`config.mk`:
```
export PLATFORM = sky130hd
export DESIGN_NAME = rdd_top
export DESIGN_NICKNAME = d
export VERILOG_FILES = /design/src/hw/rdd_pkg.sv /design/src/hw/rdd_sync.sv /design/src/hw/rdd_top.sv
export VERILOG_INCLUDE_DIRS = /design/src /design/src/hw
export SDC_FILE = /design/constraint.sdc
export NUM_CORES = 1
export LEC_CHECK = 0
export BUFFER_PORTS_ARGS = -buffer_cell sky130_fd_sc_hd__buf_2
export CORE_UTILIZATION = 40
export CTS_CLUSTER_DIAMETER = 80
export DETAILED_ROUTE_END_ITERATION = 8
export PLACE_DENSITY_LB_ADDON = 0.12
export SYNTH_ARGS = -nofsm -noshare
export SYNTH_HDL_FRONTEND = slang
export SYNTH_SLANG_ARGS = --single-unit
```
`constraint.sdc`:
```
create_clock -name sys_clk -period 6.47 [get_ports sys_clk]
set_input_delay 0.9705 -clock sys_clk [delete_from_list [all_inputs] [get_ports sys_clk]]
set_output_delay 0.9705 -clock sys_clk [all_outputs]
set_load 0.05 [all_outputs]
```
`src/hw/rdd_cfg.svh`:
```
// Reset distribution constants: timing counts and reset values
`ifndef RDD_CFG_SVH
`define RDD_CFG_SVH
`define RDD_CLK_MHZ          50
`define RDD_PULSE_NS         100
`define RDD_PULSE_CYC        ((`RDD_PULSE_NS * `RDD_CLK_MHZ + 999) / 1000)
`define RDD_NVM_LOAD_NS      200
`define RDD_NVM_LOAD_CYC     ((`RDD_NVM_LOAD_NS * `RDD_CLK_MHZ + 999) / 1000)
`define RDD_CNT_W            4
`define RDD_FIELD_W          16
`define RDD_PG_FIELD_RST     16'h0000
`define RDD_POWER_MGMT_CTRL_STATUS_PME_EN     0
`define RDD_POWER_MGMT_CTRL_STATUS_PME_ST     1
`define RDD_POWER_MGMT_CTRL_STATUS_AUX_EN     2
`define RDD_SRC_N            8
`define RDD_SRC_PWR_GOOD     0
`define RDD_SRC_PIN          1
`define RDD_SRC_INBAND       2
`define RDD_SRC_FW           3
`define RDD_SRC_D3D0         4
`define RDD_SRC_FLR          5
`define RDD_SRC_PORT_SW      6
`define RDD_SRC_DEV_SW       7
`endif

```
`src/hw/rdd_pkg.sv`:
```
// Types for the reset distribution block
package rdd_pkg;
    typedef enum logic [2:0] {
        RDD_NVM_IDLE = 3'b001,
        RDD_NVM_LOAD = 3'b010,
        RDD_NVM_DONE = 3'b100
    } rdd_nvm_st_t;
endpackage

```
`src/hw/rdd_sync.sv`:
```
// Three-stage input synchroniser with agreement filter
`timescale 1ns/100ps
`default_nettype none
module rdd_sync
(
    // Clock and reset
    input  wire logic sys_clk,
    input  wire logic reset,
    // Data
    input  wire logic async_in,
    output var  logic sync_out
);
    logic s1_ff;
    logic s2_ff;
    logic s3_ff;

    always_ff @(posedge sys_clk or posedge reset)
    begin
        if (reset)
        begin
            s1_ff <= 1'b0;
            s2_ff <= 1'b0;
            s3_ff <= 1'b0;
        end
        else
        begin
            s1_ff <= async_in;
            s2_ff <= s1_ff;
            s3_ff <= s2_ff;
        end
    end

    // Only accept a level once the last two stages agree
    always_ff @(posedge sys_clk or posedge reset)
    begin
        if (reset)
            sync_out <= 1'b0;
        else if (s2_ff == s3_ff)
            sync_out <= s3_ff;
    end
endmodule
`default_nettype wire

```
`src/hw/rdd_top.sv`:
```
// Reset distribution: combines reset sources into per-group resets
`timescale 1ns/100ps
`default_nettype none
`include "rdd_cfg.svh"

// Notes on behaviour
// - Power-good, PCIe pin or in-band reset send link training back to detect.
// - D3hot-D0, FLR, port reset clear datapath, memories, MAC, queues, stats.
// - Memory config cleared by power-good, pin, firmware, D3hot-D0, FLR and port reset.
// - Wake status cleared only by power-good; survives per-function resets.
// - Without aux power, wake context clears so PME enable and status read 0.
// - Pin direction, energy, optics, link mode, VLAN, LED: power-good only.
// - Every NVM read reloads the power-good-only fields from stored values.
// - Aux-power-detected bit cleared only by power-good or PCIe pin.
// - Flash access register cleared by power-good only.
// - Semaphore, tag, sync counters, sync bits: PCIe-local, not per-function.
// - MSI-X control, PBA, masks reset by D3hot-D0 and FLR, not port reset.
// - Wake context shadow copies reset exactly like the originals.
// - Filter tables and ring bases have no default and survive all resets.
// - Transmit data forced to zero during port or device software reset.
// - Tx and Rx packet buffers are cleared when they are reset.
// - NVM and flash request and grant bits cleared by power-good or pin only.
// - DMA control and parity regs cleared by power-good, PCIe, device sw.
// - Device software reset triggers reload of function NVM sections.
// - Port software reset leaves PCIe config and DMA logic alone.
module rdd_top
    import rdd_pkg::*;
(
    // Clock and reset
    input  wire logic        sys_clk,
    input  wire logic        reset,
    // Common reset sources
    input  wire logic        power_good_reset,
    input  wire logic        pcie_reset_pin_n,
    input  wire logic        inband_pcie_reset,
    input  wire logic        firmware_reset,
    // Per-function reset sources
    input  wire logic        d3hot_d0_reset,
    input  wire logic        flr_reset,
    input  wire logic        port_software_reset,
    input  wire logic        device_software_reset,
    // Power state and NVM
    input  wire logic        aux_power,
    input  wire logic        nvm_read_strobe,
    input  wire logic [15:0] nvm_pg_fields,
    // Transmit path
    input  wire logic [7:0]  tx_data_in,
    output var  logic [7:0]  tx_data_out,
    // Group resets, active high
    output var  logic        ltssm_reset_ff,
    output var  logic        link_path_reset_ff,
    output var  logic        cfg_nonsticky_reset_ff,
    output var  logic        cfg_sticky_reset_ff,
    output var  logic        pcie_local_reset_ff,
    output var  logic        data_path_reset_ff,
    output var  logic        memory_reset_ff,
    output var  logic        mac_reset_ff,
    output var  logic        dma_reset_ff,
    output var  logic        dma_ctl_parity_reset_ff,
    output var  logic        queue_enable_reset_ff,
    output var  logic        intr_stats_reset_ff,
    output var  logic        msix_reset_ff,
    output var  logic        wake_context_reset_ff,
    output var  logic        wake_ctrl_reset_ff,
    output var  logic        wake_status_reset_ff,
    output var  logic        wake_mgmt_reset_ff,
    output var  logic        mem_cfg_reset_ff,
    output var  logic        strap_reset_ff,
    output var  logic        aux_detect_reset_ff,
    output var  logic        flash_access_reset_ff,
    output var  logic        pg_field_reset_ff,
    output var  logic        pkt_buf_clear_ff,
    // Power-good-only fields and reload requests
    output var  logic [15:0] pg_fields_ff,
    output var  logic        nvm_func_reload_ff,
    // Wake context as seen by software
    output var  logic        pme_enable_ff,
    output var  logic        pme_status_ff,
    output var  logic        wake_shadow_pme_en_ff,
    output var  logic        wake_shadow_pme_st_ff
);
    // Synchronised sources, indexed by the source positions in the header
    logic [`RDD_SRC_N-1:0] src_raw;
    logic [`RDD_SRC_N-1:0] src;
    logic                  any_pg;
    logic                  any_pin;
    logic                  any_inb;
    logic                  any_fw;
    logic                  any_d3;
    logic                  any_flr;
    logic                  any_port;
    logic                  any_dev;
    logic                  any_func;
    rdd_nvm_st_t           nvm_st_ff;
    logic [`RDD_CNT_W-1:0] load_cnt_ff;
    logic                  dev_sw_d_ff;

    assign src_raw = {device_software_reset, port_software_reset, flr_reset,
                      d3hot_d0_reset, firmware_reset, inband_pcie_reset,
                      ~pcie_reset_pin_n, power_good_reset};

    // Every source comes from outside this clock's domain
    genvar gi;
    generate
        for (gi = 0; gi < `RDD_SRC_N; gi = gi + 1)
        begin : g_sync
            rdd_sync u_sync
            (
                .sys_clk  (sys_clk),
                .reset    (reset),
                .async_in (src_raw[gi]),
                .sync_out (src[gi])
            );
        end
    endgenerate

    assign any_pg   = src[`RDD_SRC_PWR_GOOD];
    assign any_pin  = src[`RDD_SRC_PIN];
    assign any_inb  = src[`RDD_SRC_INBAND];
    assign any_fw   = src[`RDD_SRC_FW];
    assign any_d3   = src[`RDD_SRC_D3D0];
    assign any_flr  = src[`RDD_SRC_FLR];
    assign any_port = src[`RDD_SRC_PORT_SW];
    assign any_dev  = src[`RDD_SRC_DEV_SW];
    assign any_func = any_d3 | any_flr | any_port;

    always_ff @(posedge sys_clk or posedge reset)
    begin
        if (reset)
        begin
            ltssm_reset_ff         <= 1'b1;
            link_path_reset_ff     <= 1'b1;
            cfg_nonsticky_reset_ff <= 1'b1;
            cfg_sticky_reset_ff    <= 1'b1;
            pcie_local_reset_ff    <= 1'b1;
        end
        else
        begin
            ltssm_reset_ff         <= any_pg | any_pin | any_inb;
            link_path_reset_ff     <= any_pg | any_pin | any_inb;
            cfg_nonsticky_reset_ff <= any_pg | any_pin | any_d3 | any_flr;
            cfg_sticky_reset_ff    <= any_pg | any_pin | any_inb;
            pcie_local_reset_ff    <= any_pg | any_pin | any_inb;
        end
    end

    always_ff @(posedge sys_clk or posedge reset)
    begin
        if (reset)
        begin
            data_path_reset_ff    <= 1'b1;
            memory_reset_ff       <= 1'b1;
            mac_reset_ff          <= 1'b1;
            queue_enable_reset_ff <= 1'b1;
            intr_stats_reset_ff   <= 1'b1;
            pkt_buf_clear_ff      <= 1'b1;
        end
        else
        begin
            data_path_reset_ff    <= any_pg | any_pin | any_inb | any_func;
            memory_reset_ff       <= any_pg | any_pin | any_inb | any_func;
            mac_reset_ff          <= any_pg | any_pin | any_inb | any_func;
            queue_enable_reset_ff <= any_pg | any_pin | any_inb | any_func
                                     | any_dev;
            intr_stats_reset_ff   <= any_pg | any_pin | any_inb | any_func;
            pkt_buf_clear_ff      <= any_pg | any_pin | any_inb | any_func;
        end
    end

    // DMA and MSI-X groups
    always_ff @(posedge sys_clk or posedge reset)
    begin
        if (reset)
        begin
            dma_reset_ff            <= 1'b1;
            dma_ctl_parity_reset_ff <= 1'b1;
            msix_reset_ff           <= 1'b1;
        end
        else
        begin
            dma_reset_ff            <= any_pg | any_pin | any_inb | any_dev
                                       | any_d3 | any_flr;
            dma_ctl_parity_reset_ff <= any_pg | any_pin | any_inb | any_dev;
            msix_reset_ff           <= any_pg | any_pin | any_inb | any_d3
                                       | any_flr;
        end
    end

    // Wake, configuration, strap and flash groups
    always_ff @(posedge sys_clk or posedge reset)
    begin
        if (reset)
        begin
            wake_context_reset_ff <= 1'b1;
            wake_ctrl_reset_ff    <= 1'b1;
            wake_status_reset_ff  <= 1'b1;
            wake_mgmt_reset_ff    <= 1'b1;
            mem_cfg_reset_ff      <= 1'b1;
            strap_reset_ff        <= 1'b1;
            aux_detect_reset_ff   <= 1'b1;
            flash_access_reset_ff <= 1'b1;
            pg_field_reset_ff     <= 1'b1;
        end
        else
        begin
            // pin reset clears wake context only when aux power is off
            wake_context_reset_ff <= any_pg | any_inb
                                     | (~aux_power & any_pin);
            wake_ctrl_reset_ff    <= any_pg | any_inb;
            wake_status_reset_ff  <= any_pg;
            wake_mgmt_reset_ff    <= any_pg | any_pin;
            mem_cfg_reset_ff      <= any_pg | any_pin | any_fw | any_func;
            strap_reset_ff        <= any_pg | any_pin;
            aux_detect_reset_ff   <= any_pg | any_pin;
            flash_access_reset_ff <= any_pg;
            pg_field_reset_ff     <= any_pg;
        end
    end

    // filter tables and ring bases get no reset output at all

    // zero transmit data during software resets
    always_ff @(posedge sys_clk or posedge reset)
    begin
        if (reset)
            tx_data_out <= 8'h00;
        else if (any_port | any_dev)
            tx_data_out <= 8'h00;
        else
            tx_data_out <= tx_data_in;
    end

    // device reset rising edge starts a reload
    always_ff @(posedge sys_clk or posedge reset)
    begin
        if (reset)
            dev_sw_d_ff <= 1'b0;
        else
            dev_sw_d_ff <= any_dev;
    end

    always_ff @(posedge sys_clk or posedge reset)
    begin
        if (reset)
        begin
            nvm_st_ff          <= RDD_NVM_IDLE;
            load_cnt_ff        <= 4'h0;
            nvm_func_reload_ff <= 1'b0;
        end
        else
        begin
            unique case (nvm_st_ff)
                RDD_NVM_IDLE:
                    if (any_dev & ~dev_sw_d_ff)
                    begin
                        nvm_st_ff          <= RDD_NVM_LOAD;
                        load_cnt_ff <= `RDD_CNT_W'(`RDD_NVM_LOAD_CYC - 1);
                        nvm_func_reload_ff <= 1'b1;
                    end
                RDD_NVM_LOAD:
                    if (load_cnt_ff == 4'h0)
                    begin
                        nvm_st_ff          <= RDD_NVM_DONE;
                        nvm_func_reload_ff <= 1'b0;
                    end
                    else
                        load_cnt_ff <= load_cnt_ff - 4'h1;
                RDD_NVM_DONE:
                    if (~any_dev)
                        nvm_st_ff <= RDD_NVM_IDLE;
            endcase
        end
    end

    // power-good fields cleared; reload on every NVM read
    always_ff @(posedge sys_clk or posedge reset)
    begin
        if (reset)
            pg_fields_ff <= `RDD_PG_FIELD_RST;
        else if (nvm_read_strobe)
            pg_fields_ff <= nvm_pg_fields;
        else if (any_pg)
            pg_fields_ff <= `RDD_PG_FIELD_RST;
    end

    // wake bits and their shadows share one reset term
    always_ff @(posedge sys_clk or posedge reset)
    begin
        if (reset)
        begin
            pme_enable_ff         <= 1'b0;
            pme_status_ff         <= 1'b0;
            wake_shadow_pme_en_ff <= 1'b0;
            wake_shadow_pme_st_ff <= 1'b0;
        end
        else if (any_pg | any_inb | (~aux_power & any_pin))
        begin
            pme_enable_ff         <= 1'b0;
            pme_status_ff         <= 1'b0;
            wake_shadow_pme_en_ff <= 1'b0;
            wake_shadow_pme_st_ff <= 1'b0;
        end
    end
endmodule
`default_nettype wire

```
==> summary.txt, run 1 <==
Run status
  – Run status: finished with violations
  – Violated checks: DRC

Floorplanning
  – FP Rows: 29
  – Effective utilization at floorplan: a little over two fifths
  – Die outline width: 84.81 um
  – Top Ports: 88
  – Floorplan die area: 0.007192 mm^2
  – Floorplan Core Area: 0.006495 mm^2
  – Overall die height: 84.81 um

Synthesis
  – Proportion of netlist area held by the largest area contributor: 58.39%
  – Post-synthesis cell type count: 39
  – Syn Area/Cell: 14.21 um^2
  – Gate count of the mapped netlist: 193
  – Post-Synthesis Cell Area: 0.002743 mm^2
  – Top post-synthesis cells by area: dfrtp_1 58%, dfstp_2 12%, buf_4 4.1%
  – Sequential fraction of the synthesis area: 70.85%
  – FF+latch count, synth: 77
  – Warnings from Yosys: 0
  – Post-synth top area cell: dfrtp_1

STA
  – Worst Tran Pin Value: 0.9073 ns
  – Setup violators final: 0
  – Rel. slew slack: roughly two fifths
  – RSZ-0062 raised after global routing: false
  – Summed negative setup slack over all endpoints: 0 ns
  – Max Clock Skew: 0.005802 ns
  – Final Hold Vio Count: 0
  – Highest Clock Rate: 474.1 MHz
  – Clock period minus worst slack: roughly 2.1 ns
  – Count of pins over their slew limit: 0
  – Period utilization: between 30% and 40%

Layout
  – Area growth, synth to finish: 21.30%
  – Fillers: 559
  – Nets: 307
  – Antenna Cells: 0
  – Sequential cell area in the final layout: 0.001943 mm^2
  – Total area of multi-input combinational cells: about 640 um^2
  – Final instance area: 0.003327 mm^2
  – Commonest cells after routing, fill and taps aside: 83 x buf_2, 64 x dfrtp_1, 13 x dfstp_2
  – Most common library cell in the layout ignoring fill and taps: buf_2
  – Share of final-layout standard cells stronger than drive strength 1: about 44%

Clocking
  – CTS Sinks: 77
  – H-Tree Level Count: 3
  – CTS tree: built
  – Number of buffers inserted during clock tree synthesis: 9
  – Clock latency of the later-clocked register in the worst-skew pair: 0.32 ns
  – Clock transition time at the flip-flop clock pins of the worst setup and hold paths: 0.08 ns
  – Clock Tree Root: clkbuf_8
  – Resize count post-CTS: 0
  – Hold-fix buffers, CTS: 0
  – Setup fix buffers added after clock tree synthesis: 0
  – Buffer depth of the longest clock path: 2

Power and ir drop
  – Portion of total power attributed to sequential cells: 48.7%
  – Cell internal pwr: 819.0 uW
  – Share of total power in combinational logic: 20.8%
  – Clk pwr share: 30.5%
  – Switching part of the total power: 29.91%
  – Power per cell area: 351.2 mW/mm^2
  – Peak supply drop: 0.1307 mV
  – Static Leakage: around 1.6 nW
  – Net switching power: approximately 350 uW

Placement
  – Port buffer count: 83
  – Instance area after placement: around 0.0031 mm^2
  – Post-DP HPWL: 2952 um
  – Routability-driven placement congestion ratio: 0.7027

Worst setup path
  – Critical path capture point: mac_reset_ff
  – Source of the critical timing path: pkt_buf_clear_ff$_DFF_PP1_
  – Required time at the worst-slack endpoint: between 5 and 6 ns
  – Startpoint of the lowest-slack register-to-register path: load_cnt_ff[0]$_DFFE_PP0P_
  – Count of cells along the worst register-to-register path: 5
  – Library cell contributing the largest single delay on the critical path: dfstp_2
  – Worst setup path class: reg2out
  – Critical path capture point type: primary output
  – Worst path buffer plus inverter count: 1
  – Family with the most delay on the worst path: flip-flops
  – Worst-case register-to-register setup slack: 4.65 ns
  – Cell chain of the critical path: buf_2
  – Worst flop-to-flop path endpoint: load_cnt_ff[0]$_DFFE_PP0P_
  – Slowest Stage Delay on Critical Path: 0.55 ns
  – CP max FO: 5
  – Crit path depth: 1
  – Arrival time of data at the critical path endpoint: 1.14 ns
  – Startpoint type of the worst setup path: register

GRT
  – First-pass GRT wire length: 7355 um
  – Pin count of the biggest net entering global routing: 78
  – Number of antenna violations at the first check in global routing: 0
  – Number of global-route vias before repair: 1596
  – Congestion Overflow GR: 0
  – Global-route total usage across every layer: 13.41%

Detailed routing
  – Number of routed nets with antenna violations: 0
  – Detailed-router iteration count before antenna repair: 6
  – Sum of routed wire length over all layers: 4333 um
  – Total via count after detailed routing: between 1500 and 2000
  – Number of vias per cell: roughly 4.6
  – Drc violations: 3
  – Iteration-0 DRC Markers: 86
  – Average routed wire per standard cell: approximately 12 um

Min path
  – Classification of the worst-slack hold path: reg2reg

Run
  – MaxCap Viol Count: 0
## layout make-up
class | instances | share of cell area (%)
clock buffer | 12 | 4.663
inverter | 7 | 0.8274
sequential | 77 | 58.41
multi-input combinational | 90 | 19.14
tap | 77 | 2.896
timing repair buffer | 84 | 12.71
clock inverter | 3 | 1.354
## stage by stage
stage / std cells / hold WS [ns] / power (mW) / utilization [%] / worst slack (ns)
2_1_floorplan: 196 / 0.3312 / 0.7760 / - / 3.554
3_3_place_gp: 335 / 0.3314 / 0.8217 / 48.14 / 4.449
3_5_place_dp: 335 / 0.3347 / 0.8246 / 48.14 / 4.397
4_1_cts: 350 / 0.3511 / 1.185 / 51.22 / 4.335
5_1_grt: 350 / 0.3604 / 1.230 / 51.22 / 4.295
6_report: 350 / 0.3492 / 1.168 / 51.22 / 4.361
## power groups by stage
stage,Sequential [mW],Clock (mW),Combinational (mW)
after floorplan,0.626,0,0.150
after global placement,0.578,0,0.244
after detailed placement,0.577,0,0.247
after CTS,0.569,0.368,0.247
after global routing,0.576,0.392,0.263
final,0.568,0.356,0.244
## state kept, by name, indices dropped and copies added, names as in the netlist
register and cells:
g_sync.u_sync.s2_ff 8, cfg_nonsticky_reset_ff 1, dev_sw_d_ff 1, pg_fields_ff 16
dma_reset_ff 1, dma_ctl_parity_reset_ff 1, mem_cfg_reset_ff 1, g_sync.u_sync.sync_out 8
g_sync.u_sync.s1_ff 8, pg_field_reset_ff 1, wake_context_reset_ff 1, g_sync.u_sync.s3_ff 8
wake_ctrl_reset_ff 1, queue_enable_reset_ff 1, nvm_func_reload_ff 1, aux_detect_reset_ff 1
msix_reset_ff 1, load_cnt_ff 4, nvm_st_ff 3, tx_data_out 8
pcie_local_reset_ff 1, pkt_buf_clear_ff 1
## synth_stat cells
master	instances
and3b_1	1
o32ai_1	1
nand3b_1	2
or3_1	4
or2_2	5
o31ai_1	1
maj3_1	8
nor2_1	4
o22ai_1	1
conb_1	1
buf_4	15
o21ai_0	6
buf_6	1
xor2_1	1
clkbuf_2	1
and2_1	8
o32a_1	1
clkbuf_1	4
a21oi_1	1
a21o_1	1
nor3b_1	2
buf_1	1
o22a_1	1
a22o_1	11
dfstp_2	13
a211oi_1	1
mux2_2	1
a31o_2	1
or3_4	2
inv_1	7
a2bb2oi_1	1
dfrtp_1	64
nand2_1	6
nor4b_1	1
xnor2_1	1
nand2b_1	8
nor3_1	2
ha_1	2
or3b_1	1
## logic make-up after synthesis
| group | share of synthesized area [%] |
|---|---|
| DFF | 70.85 |
| and+or+nand+nor | 10.31 |
| buffers and inverters | 6.341 |
| AOI/OAI and AO/OA | 7.482 |
| adders and majority gates | 3.832 |
| xor gates and xnor gates | 0.6388 |
| other | 0.1367 |
| muxes | 0.4106 |
## worst min-delay path by stage
| stage | start | slack, ns | endpoint | cells past startpoint |
|---|---|---|---|---|
| finish | g_sync[2].u_sync.s1_ff$_DFF_PP0_ | 0.35 | g_sync[2].u_sync.s2_ff$_DFF_PP0_ | 0 |
| global route | g_sync[6].u_sync.s1_ff$_DFF_PP0_ | 0.36 | g_sync[6].u_sync.s2_ff$_DFF_PP0_ | 0 |
| CTS | g_sync[0].u_sync.s1_ff$_DFF_PP0_ | 0.35 | g_sync[0].u_sync.s2_ff$_DFF_PP0_ | 0 |
| detailed placement | g_sync[0].u_sync.s1_ff$_DFF_PP0_ | 0.33 | g_sync[0].u_sync.s2_ff$_DFF_PP0_ | 0 |
| global placement | g_sync[5].u_sync.s1_ff$_DFF_PP0_ | 0.33 | g_sync[5].u_sync.s2_ff$_DFF_PP0_ | 0 |
| floorplan | g_sync[0].u_sync.s1_ff$_DFF_PP0_ | 0.33 | g_sync[0].u_sync.s2_ff$_DFF_PP0_ | 0 |
## worst reg2reg max path: cells and delay by family, from the launching register on
family / cells / cell delay [ns]
and+or+nand+nor: 1 / 0.57
muxes: 1 / 0.30
AOI/OAI and AO/OA: 1 / 0.19
buffers and inverters: 1 / 0.10
DFF: 1 / 0.38
adders and majority gates: 1 / 0.17
## per-layer routing
layer  vias to the layer above  wire, um  part of all wire (%)  track usage [%]
met3                         7       176                   4.1            3.933
met1                       792      1952                    45            17.24
li1                        780         -                     -                -
met5                         -         0                     0                0
met2                        43      2141                    49            20.77
met4                         0        63                   1.5            6.934
No activity file was read; power rests on OpenSTA's default activity.
==> inputs of run 2 (changes only) <==
==> constraint.sdc (replaced) <==
create_clock -name sys_clk -period 1.76 [get_ports sys_clk]
set_input_delay 0.264 -clock sys_clk [delete_from_list [all_inputs] [get_ports sys_clk]]
set_output_delay 0.264 -clock sys_clk [all_outputs]
set_load 0.05 [all_outputs]
==> run 2 against run 1 <==
Net effect:
- the flow still finishes with violations (DRC)
- clock power rose to 4.1 times the previous value
- core utilization up 1.0 points
- register-to-register slack worse by 4.4 ns
- sequential power rose to 3.7 times the previous value
- highest routed layer unchanged
- setup slack worse by 4.2 ns
- global-route usage up 1.0 points
- total power rose to 3.8 times the previous value
- die area unchanged
==> summary.txt, run 2 (synthesis results as in run 1) <==
STA
  – RSZ-0062 raised after global routing: false
  – Max Clock Skew: 0.003927 ns (-0.001875 ns)
  – Rel. slew slack: 47.84% (+8.3 points)
  – Summed negative setup slack over all endpoints: 0 ns (unchanged)
  – Highest Clock Rate: ~640 MHz
  – Period utilization: 88.44%
  – Final Hold Vio Count: 0 (unchanged)
  – Setup violators final: 0 (unchanged)
  – Count of pins over their slew limit: 0 (unchanged)
  – Clock period minus worst slack: 1.556 ns
  – Worst setup margin: 0.2035 ns (-4.157 ns)
  – Worst Tran Pin Value: 0.7796 ns (-0.1277 ns)

Detailed routing
  – Total via count after detailed routing: 1654 (+2.0%)
  – Iteration-0 DRC Markers: 93 (+8.1%)
  – Met1 layer wirelength in the final routing: 1908 um (-2.3%)
  – Wire length on met3: 242 um (+38%)
  – Top layer used by detailed routing: met4
  – Average routed wire per standard cell: 12.84 um (+3.7%)
  – Sum of routed wire length over all layers: 4545 um (+4.9%)
  – Number of vias per cell: 4.672 (+0.82%)
  – Number of routed nets with antenna violations: 0 (unchanged)
  – Detailed-router iteration count before antenna repair: 6 (unchanged)
  – Drc violations: 3 (unchanged)
  – Met2 WL post-DR: 2326 um (+8.6%)

Layout
  – Most common library cell in the layout ignoring fill and taps: buf_2
  – Nets: 310 (+0.98%)
  – Antenna Cells: 0 (unchanged)
  – Max FFs per register: 16 (unchanged)
  – Area growth, synth to finish: 23.72%
  – Commonest cells after routing, fill and taps aside: 83 x buf_2, 64 x dfrtp_1, 13 x dfstp_2
  – Share of final-layout standard cells stronger than drive strength 1: 44.40% (+0.082 points)
  – Top reg by flops: pg_fields_ff
  – Fillers: 583 (+4.3%)

Floorplanning
  – Effective utilization at floorplan: 42.23% (unchanged)
  – Floorplan Core Area: 0.006495 mm^2 (unchanged)
  – Die outline width: 84.81 um (unchanged)
  – FP Rows: 29 (unchanged)
  – Overall die height: 84.81 um (unchanged)
  – Top Ports: 88 (unchanged)
  – Floorplan die area: 0.007192 mm^2 (unchanged)

Power and ir drop
  – Final total power: 4.476 mW (+280%)
  – Power per cell area: 1319 mW/mm^2 (+280%)
  – Share of total power in combinational logic: 20.7% (about the same)
  – Peak supply drop: 0.5106 mV (+290%)
  – Net switching power: 1.296 mW (+270%)
  – Static Leakage: 1.614 nW (+1.9%)
  – Portion of total power attributed to sequential cells: 46.8% (-1.9 points)
  – Switching part of the total power: 28.95% (-0.96 points)
  – Cell internal pwr: 3.180 mW (+290%)
  – Clk pwr share: 32.5% (+2.0 points)

GRT
  – First-pass GRT wire length: 7817 um (+6.3%)
  – Number of antenna violations at the first check in global routing: 0 (unchanged)
  – Global-route total usage across every layer: 14.45% (+1.0 points)
  – Congestion Overflow GR: 0 (unchanged)
  – Number of global-route vias before repair: 1639 (+2.7%)
  – Pin count of the biggest net entering global routing: 66 (-15%)

Placement
  – Routability-driven placement congestion ratio: 0.7096 (+0.98%)
  – Port buffer count: 83 (unchanged)
  – Post-DP HPWL: 3116 um (+5.5%)
  – Worst slack, placed: 0.2161 ns (-4.181 ns)

Clocking
  – CTS Sinks: 77 (unchanged)
  – H-Tree Level Count: 3 (unchanged)
  – Buffer depth of the longest clock path: 2 (unchanged)
  – Clock Tree Root: clkbuf_8
  – CTS tree: built
  – Number of buffers inserted during clock tree synthesis: 9 (unchanged)
  – Clock transition time at the flip-flop clock pins of the worst setup and hold paths: 0.07 ns (about the same)
  – Clock latency of the later-clocked register in the worst-skew pair: 0.34 ns (+0.02 ns)
  – Setup fix buffers added after clock tree synthesis: 0 (unchanged)

Worst setup path
  – CP max FO: 4 (-1)
  – Worst flop-to-flop path endpoint: queue_enable_reset_ff$_DFF_PP1_
  – Critical path capture point: queue_enable_reset_ff$_DFF_PP1_
  – Worst setup path class: reg2reg
  – Critical path's most frequent cell: or3_4
  – Crit path depth: 3 (+2)
  – Worst path buffer plus inverter count: 0 (-1)
  – Count of cells along the worst register-to-register path: 3 (-2)
  – Critical path capture point type: register
  – Startpoint type of the worst setup path: register
  – Library cell contributing the largest single delay on the critical path: dfrtp_1
  – Cell chain of the critical path: or3_4 > or3_4 > or3_1
  – Family with the most delay on the worst path: simple AND/OR/NAND/NOR gates
  – Required time at the worst-slack endpoint: 2.02 ns (-3.48 ns)
  – Startpoint of the lowest-slack register-to-register path: g_sync[1].u_sync.sync_out$_DFFE_PP0N_
  – Source of the critical timing path: g_sync[1].u_sync.sync_out$_DFFE_PP0N_
  – Slowest Stage Delay on Critical Path: 0.41 ns (-0.14 ns)
  – Worst-case register-to-register setup slack: 0.20 ns (-4.45 ns)
  – Arrival time of data at the critical path endpoint: 1.82 ns (+0.68 ns)

Run status
  – Run status: finished with violations
  – Violated checks: DRC

Run
  – MaxCap Viol Count: 0 (unchanged)

Min path
  – Classification of the worst-slack hold path: in2reg
  – Cell count of the worst hold path: 1 (+1)
==> run 2: repair_timing <==
item	CTS	global route
hold buffers	1	0
endpoints found under the hold margin	12	0
gates resized for setup	0	0
==> run 2: worst min-delay path by stage <==
stage | startpoint | endpoint | slack [ns]
2_1_floorplan | power_good_reset | g_sync[0].u_sync.s1_ff$_DFF_PP0_ | 0.30
3_3_place_gp | reset | g_sync[2].u_sync.s1_ff$_DFF_PP0_ | 0.24
3_5_place_dp | reset | g_sync[2].u_sync.s1_ff$_DFF_PP0_ | 0.24
4_1_cts | flr_reset | g_sync[5].u_sync.s1_ff$_DFF_PP0_ | 0.004
5_1_grt | port_software_reset | g_sync[6].u_sync.s1_ff$_DFF_PP0_ | 0.001
6_report | port_software_reset | g_sync[6].u_sync.s1_ff$_DFF_PP0_ | 0.03
==> run 2: area by class of cell <==
cell class	instances	area, um^2	area share [%]
Timing Repair Buffer	87	460.4	13.57
Clock inverter	3	67.56	1.991
Clock buffer	13	158.9	4.683
Multi-Input combinational cell	90	636.9	18.77
Inverter	7	30.03	0.8850
Sequential cell	77	1943	57.26
Tap cell	77	96.34	2.839
==> run 2: metal layers <==
layer / vias up / global-route usage, %
met1: 813 / 17.12
met2: 47 / 23.95
met5: - / 0
met4: 0 / 5.085
li1: 787 / -
met3: 7 / 5.801
==> run 2: metrics by stage <==
step / area, um^2 / instances / hold slack [ns] / utilization, %
finish: 3393 / 354 / 0.02661 / 52.24
global route: 3393 / 354 / 0.001273 / 52.24
CTS: 3393 / 354 / 0.003968 / 52.24
detailed placement: 3157 / 337 / 0.2414 / 48.60
global placement: 3157 / 337 / 0.2432 / 48.60
floorplan: 2758 / 196 / 0.2954 / -
==> run 2: power groups by stage <==
stage	Sequential (mW)	Combinational [mW]	Clock [mW]
6_report	2.09	0.927	1.46
5_1_grt	2.12	1.02	1.58
2_1_floorplan	2.30	0.551	0
4_1_cts	2.09	0.942	1.52
3_3_place_gp	2.12	0.923	0
3_5_place_dp	2.13	0.937	0
